File: src/design/fdr_pkg.sv
// Constants, types and the register map for the fan duty ramp limiter.
// Assumes a 20 MHz core clock and a byte-wide register port.
package fdr_pkg;
   // ==========================================================
   // Register map
   localparam logic [7:0] FDR_RAMP_CTRL1_ADDR = 8'h62;
   localparam logic [7:0] FDR_RAMP_CTRL1_RST = 8'h00;
   localparam int FDR_RATE_LSB = 0;
   localparam int FDR_RATE_MSB = 2;
   localparam logic [7:0] FDR_UNMAPPED_READ = 8'h00;

   // ==========================================================
   // Timing: full 0 to 100 percent sweep at step 1, and the clock rate
   localparam longint FDR_CLK_HZ = 20000000;
   localparam longint FDR_FULL_SWEEP_T0_MS = 37500;
   localparam longint FDR_FULL_SWEEP_T1_MS = 52200;
   localparam longint FDR_DUTY_FULL_SCALE = 255;
   // One unit step per interval, so the interval is sweep time over full scale
   localparam int FDR_INTERVAL_T0_CYC = int'(FDR_FULL_SWEEP_T0_MS * (FDR_CLK_HZ / 1000) / FDR_DUTY_FULL_SCALE);
   localparam int FDR_INTERVAL_T1_CYC = int'(FDR_FULL_SWEEP_T1_MS * (FDR_CLK_HZ / 1000) / FDR_DUTY_FULL_SCALE);

   // ==========================================================
   // Types
   typedef struct packed {
      logic wr;
      logic [7:0] addr;
      logic [7:0] wdata;
   } fdr_req_s;

   typedef enum logic [1:0] {
      FDR_HOLD = 2'b01,
      FDR_RAMP = 2'b10
   } fdr_state_e;

   // Step size for each rate code
   function automatic logic [7:0] fdr_step(input logic [2:0] code);
      logic [7:0] s;
      s = 8'h01;
      case (code)
         3'h0: s = 8'h01;
         3'h1: s = 8'h02;
         3'h2: s = 8'h03;
         3'h3: s = 8'h04;
         3'h4: s = 8'h08;
         3'h5: s = 8'h0C;
         3'h6: s = 8'h18;
         3'h7: s = 8'h30;
         default: s = 8'h01;
      endcase
      return s;
   endfunction
endpackage

File: src/design/fdr_ramp_limiter.sv
// Fan duty ramp limiter: register 0x62 and the slewed duty output.
// Assumes the lock bit and the table-select bit come from other registers
// of the device as synchronous levels, and the automatic loop supplies a target.
// Operation
// - While the lock input is set, writes to the ramp control register are ignored.
// - The ramp control register at 0x62 loads 0x00 at power-on reset.
// - Bits 2 to 0 of the register set the maximum rate of change of the remote 1 duty.
// - A new target duty is approached gradually rather than taken at once.
// - With the table bit clear, codes 0 to 7 give steps 1,2,3,4,8,12,24,48 over a 37.5 s base sweep.
// - With the table bit set, the same codes use the second, slower ramp time table.
`timescale 1ns/1ps
module fdr_ramp_limiter
   import fdr_pkg::*;
#(
   parameter int INTERVAL_T0_CYC = FDR_INTERVAL_T0_CYC,
   parameter int INTERVAL_T1_CYC = FDR_INTERVAL_T1_CYC
) (
   // Clock and reset
   input wire logic core_clk_i,
   input wire logic rst_n_i,
   // Register port
   input wire fdr_req_s req_i,
   output logic [7:0] rdata_o,
   // Settings held in other registers
   input wire logic lock_i,
   input wire logic alt_table_i,
   // Duty path
   input wire logic [7:0] target_duty_i,
   output logic [7:0] duty_o,
   output logic ramping_o
);
   // ==========================================================
   // Register file
   logic [7:0] ramp_ctrl_reg, ramp_ctrl_next;
   logic [7:0] rdata_reg, rdata_next;
   logic [2:0] remote1_ramp_rate;

   // Write only when unlocked; reads are registered, unmapped reads give zero
   always_comb begin
      ramp_ctrl_next = ramp_ctrl_reg;
      if (req_i.wr && !lock_i && req_i.addr == FDR_RAMP_CTRL1_ADDR) begin
         ramp_ctrl_next = req_i.wdata;
      end
      rdata_next = (req_i.addr == FDR_RAMP_CTRL1_ADDR) ? ramp_ctrl_reg : FDR_UNMAPPED_READ;
   end

   always_ff @(posedge core_clk_i or negedge rst_n_i) begin
      if (!rst_n_i) begin
         ramp_ctrl_reg <= FDR_RAMP_CTRL1_RST;
         rdata_reg <= FDR_UNMAPPED_READ;
      end else begin
         ramp_ctrl_reg <= ramp_ctrl_next;
         rdata_reg <= rdata_next;
      end
   end

   assign remote1_ramp_rate = ramp_ctrl_reg[FDR_RATE_MSB:FDR_RATE_LSB];
   assign rdata_o = rdata_reg;

   // ==========================================================
   // Update interval timer
   // The counter runs free from reset and is not restarted by a new target,
   // so the first step after a target change lands within one full interval.
   // That costs up to one interval of latency but keeps the timer independent of the loop.
   logic [31:0] tick_cnt_reg, tick_cnt_next;
   logic [31:0] interval_lim;
   logic tick;

   // Compare with >= so a table switch mid-count cannot strand the counter
   assign interval_lim = alt_table_i ? 32'(INTERVAL_T1_CYC - 1) : 32'(INTERVAL_T0_CYC - 1);
   assign tick = (tick_cnt_reg >= interval_lim);

   always_comb begin
      tick_cnt_next = tick ? 32'h0 : tick_cnt_reg + 32'h1;
   end

   always_ff @(posedge core_clk_i or negedge rst_n_i) begin
      if (!rst_n_i) begin
         tick_cnt_reg <= 32'h0;
      end else begin
         tick_cnt_reg <= tick_cnt_next;
      end
   end

   // ==========================================================
   // Duty slew state machine
   // HOLD waits for a target that differs from the duty; RAMP moves only on ticks.
   // A target that moves during a ramp is followed from the present duty, never restarted.
   fdr_state_e state_reg, state_next;
   logic [7:0] duty_reg, duty_next;
   logic [7:0] step;
   logic [7:0] gap;

   assign step = fdr_step(remote1_ramp_rate);
   assign gap = (duty_reg < target_duty_i) ? target_duty_i - duty_reg : duty_reg - target_duty_i;

   // Moves one step per tick; the last move is trimmed to land exactly on target
   always_comb begin
      state_next = state_reg;
      duty_next = duty_reg;
      case (state_reg)
         FDR_HOLD: begin
            if (duty_reg != target_duty_i) begin
               state_next = FDR_RAMP;
            end
         end
         FDR_RAMP: begin
            if (duty_reg == target_duty_i) begin
               state_next = FDR_HOLD;
            end else if (tick) begin
               if (duty_reg < target_duty_i) begin
                  duty_next = (gap > step) ? duty_reg + step : target_duty_i;
               end else begin
                  duty_next = (gap > step) ? duty_reg - step : target_duty_i;
               end
            end
         end
         default: begin
            state_next = FDR_HOLD;
         end
      endcase
   end

   // Duty starts at zero; the fan loop is expected to drive its own start-up
   always_ff @(posedge core_clk_i or negedge rst_n_i) begin
      if (!rst_n_i) begin
         state_reg <= FDR_HOLD;
         duty_reg <= 8'h00;
      end else begin
         state_reg <= state_next;
         duty_reg <= duty_next;
      end
   end

   assign duty_o = duty_reg;
   assign ramping_o = (state_reg == FDR_RAMP);
endmodule

File: config.mk
export PLATFORM = sky130hd
export DESIGN_NAME = fdr_ramp_limiter
export DESIGN_NICKNAME = d
export VERILOG_FILES = /design/src/design/fdr_pkg.sv /design/src/design/fdr_ramp_limiter.sv
export SDC_FILE = /design/constraint.sdc
export NUM_CORES = 1
export LEC_CHECK = 0
export BUFFER_PORTS_ARGS = -buffer_cell sky130_fd_sc_hd__buf_2
export CAP_MARGIN = 10
export CORE_ASPECT_RATIO = 1.1
export CORE_MARGIN = 1.5
export CORE_UTILIZATION = 34
export CTS_CLUSTER_DIAMETER = 50
export DETAILED_ROUTE_END_ITERATION = 8
export PLACE_DENSITY = 0.47
export SLEW_MARGIN = 20
export SYNTH_ARGS = -nofsm -noshare
export SYNTH_HDL_FRONTEND = slang
export SYNTH_SLANG_ARGS = --single-unit
File: constraint.sdc
create_clock -name core_clk_i -period 6 [get_ports core_clk_i]
set_clock_uncertainty 0.2 [all_clocks]
set_input_delay 1.8 -clock core_clk_i [delete_from_list [all_inputs] [get_ports core_clk_i]]
set_output_delay 1.8 -clock core_clk_i [all_outputs]
set_load 0.02 [all_outputs]
==> flow_summary.json <==
{
  "grt_setup_unrepaired": "false",
  "finalSetupTns_ns": 0,
  "wire_per_inst_um": 15.4,
  "dp_hpwl_um": 7260,
  "drtIter0Drc": 81,
  "clk_latency_ns": 0.33,
  "r2r_end": "duty_o[3]",
  "synth_enable_flop_cells": 0,
  "synth_seq_cells": 58,
  "netlist_instances": 413,
  "min_path_type": "register to register",
  "vdd_drop_max_v": 0.000181,
  "power_density_nw_per_um2": 406,
  "crit_path_max_fanout": 8,
  "finalSetupViolCount": 0,
  "path_clk_slew_ns": 0.06,
  "cts-root-buf": "clkbuf_16",
  "grt_max_degree": 59,
  "start_util": 0.347,
  "fin_crit_sh": 0.883,
  "slew_violations": 0,
  "ys_seq_area_frac": 0.351,
  "dominantRegCellSynth": "dfrtp_1",
  "grt_pass1_vias": 3306,
  "worstHoldStart": "ramp_ctrl_reg[6]",
  "cts_made_buffers": 9,
  "worstSetupStartpoint": "target_duty_i[5]",
  "die_w_um": 108,
  "fmax_mhz": 189,
  "wirelength_um": 9670,
  "crit_type": "input pin to register",
  "r2r_slack_ns": 1.77,
  "min_period_ns": 5.30,
  "via_count": 3137,
  "die_area_um2": 12800,
  "grt_pass1_wl_um": 16600,
  "syn_area_um2": 4140,
  "cap_violations": 0,
  "grt_overflow": 0,
  "die_h_um": 119,
  "antenna_found_initial": 0,
  "row_count": 42,
  "drc": 0,
  "post-synth-top-area-cell": "dfrtp_1",
  "critical_path_required_ns": 6.05,
  "largest_reg_flops": 32,
  "tritoncts": "built",
  "cp.arrival_ns": 5.35,
  "yosys-top-cells-count": "dfrtp_1 (57), ha_1 (45), inv_1 (37), nor2_1 (33), nand2_1 (20)",
  "syn_avg_cell_area_um2": 10.0,
  "worst_pin_slew_ns": 0.926,
  "whs_ns": 0.265,
  "power.leakage_nw": 2.29,
  "end_kind": "register",
  "synth_top_area_share": 0.345,
  "r2r_cells": 19,
  "vias_per_cell": 5.00,
  "synth_most_common_cell": "dfrtp_1",
  "yosysWarnings": 0,
  "synthToLayoutAreaGrowth_pct": 17.3,
  "core_region_area_um2": 11900,
  "relSlewSlack": 0.382,
  "postCtsSetupBuffers": 0,
  "gp_congestion": 0.870,
  "reg2reg_from": "duty_o[0]",
  "cts.htree.levels": 3,
  "cts_resized": 0,
  "synthTopCellsByArea": "dfrtp_1 (34%), ha_1 (14%), xor2_1 (3.6%), inv_1 (3.4%), o211ai_2 (3.3%)",
  "finalHoldViolCount": 0,
  "cts_hold_buf": 0,
  "hold_end": "rdata_o[6]",
  "io_buffers": 45,
  "drive_above_1_share": 0.222,
  "boundaryPins": 46,
  "postRouteAntennaNets": 0,
  "clock_sinks": 58,
  "antenna_cells": 0,
  "whs_path_depth": 1,
  "dr.pass1.iters": 4,
  "cp-start-kind": "input pin",
  "clockBufferDepth": 2,
  "grt_usage": 0.168,
  "async_flop_share": 1.00,
  "synth.distinct_cells": 65,
  "status": "finished clean",
  "nNetsFinal": 548
}
[report_power, final]
group          total (mW)  switching, mW  internal [mW]
Sequential          0.472         0.0411          0.431
Clock               0.541          0.181          0.360
Combinational       0.957          0.560          0.397
Total                1.97          0.781           1.19
[routing by layer]
metal / global-route usage / part of all wire
met1: 0.209 / 0.46
met2: 0.280 / 0.50
met3: 0.0342 / 0.019
met4: 0.0691 / 0.025
met5: 0 / 0
[worst max-delay path by stage]
stage | endpoint | slack (ns) | depth (start not counted)
4_1_cts | duty_o[2] | 0.73 | 18
5_1_grt | duty_o[4] | 0.24 | 18
3_5_place_dp | duty_o[3] | 0.38 | 18
6_report | duty_o[3] | 0.70 | 18
3_3_place_gp | duty_o[2] | 0.44 | 18
2_1_floorplan | duty_o[6] | 0.59 | 19
[per-stage QoR]
stage	power (mW)	std cells	setup slack [ns]	instance area (um^2)	utilization
global route	2.13	628	0.238	4850	0.407
floorplan	1.20	421	0.594	4170	-
global placement	1.42	613	0.439	4550	0.381
CTS	1.99	628	0.727	4850	0.407
finish	1.97	628	0.700	4850	0.407
detailed placement	1.44	613	0.381	4550	0.381
[placed cells by master, fill, tap and decap left out, types with 6 or more instances in the layout]
| cell type | count |
|---|---|
| inv_1 | 37 |
| ha_1 | 45 |
| xor2_1 | 17 |
| and2_1 | 12 |
| a21o_1 | 6 |
| dfrtp_1 | 57 |
| nand4_1 | 9 |
| nand2_1 | 20 |
| nor2_1 | 32 |
| clkbuf_16 | 9 |
| a21oi_1 | 15 |
| buf_4 | 7 |
| mux2_2 | 10 |
| o211ai_2 | 11 |
| o21ai_0 | 7 |
| buf_2 | 45 |
| mux2i_1 | 10 |
| nand3_1 | 12 |
| or4b_1 | 6 |
| conb_1 | 9 |
| nor2b_1 | 7 |
| xnor2_1 | 13 |
[cells by family (layout without fill, tap and decap cells)]
| logic type | count (synthesis) | in the layout | synth area share |
|---|---|---|---|
| other | 1 | 9 | 0.000906 |
| xor gates and xnor gates | 30 | 30 | 0.0635 |
| and+or+nand+nor | 130 | 130 | 0.173 |
| DFF | 58 | 58 | 0.351 |
| AOI/OAI and AO/OA | 74 | 74 | 0.148 |
| buffers and inverters | 51 | 104 | 0.0568 |
| muxes | 20 | 20 | 0.0514 |
| adders and majority gates | 49 | 49 | 0.155 |
[layout make-up]
| class | instances | area [um^2] |
|---|---|---|
| clock buffers | 10 | 229 |
| inverters | 37 | 139 |
| multi-input cells | 312 | 2480 |
| well taps | 154 | 193 |
| fillers | 1185 | 7070 |
| flip-flops and latches | 58 | 1450 |
| clock inverters | 5 | 80.1 |
| repair buffers | 52 | 278 |
[critical path, cell delays in order]
cell and delay [ns]:
buf_2 0.09, inv_1 0.05, ha_1 0.40, a21oi_2 0.22
o21ai_2 0.14, nor2_2 0.27, mux2i_1 0.29, o21ai_0 0.10
a21oi_1 0.19, xnor2_1 0.09, ha_1 0.20, a2111oi_0 0.33
a21oi_1 0.14, a211oi_1 0.18, a31oi_1 0.08, buf_4 0.19
or4b_1 0.49, o211ai_2 0.08
Note: power is estimated with default switching activity, not from simulation.
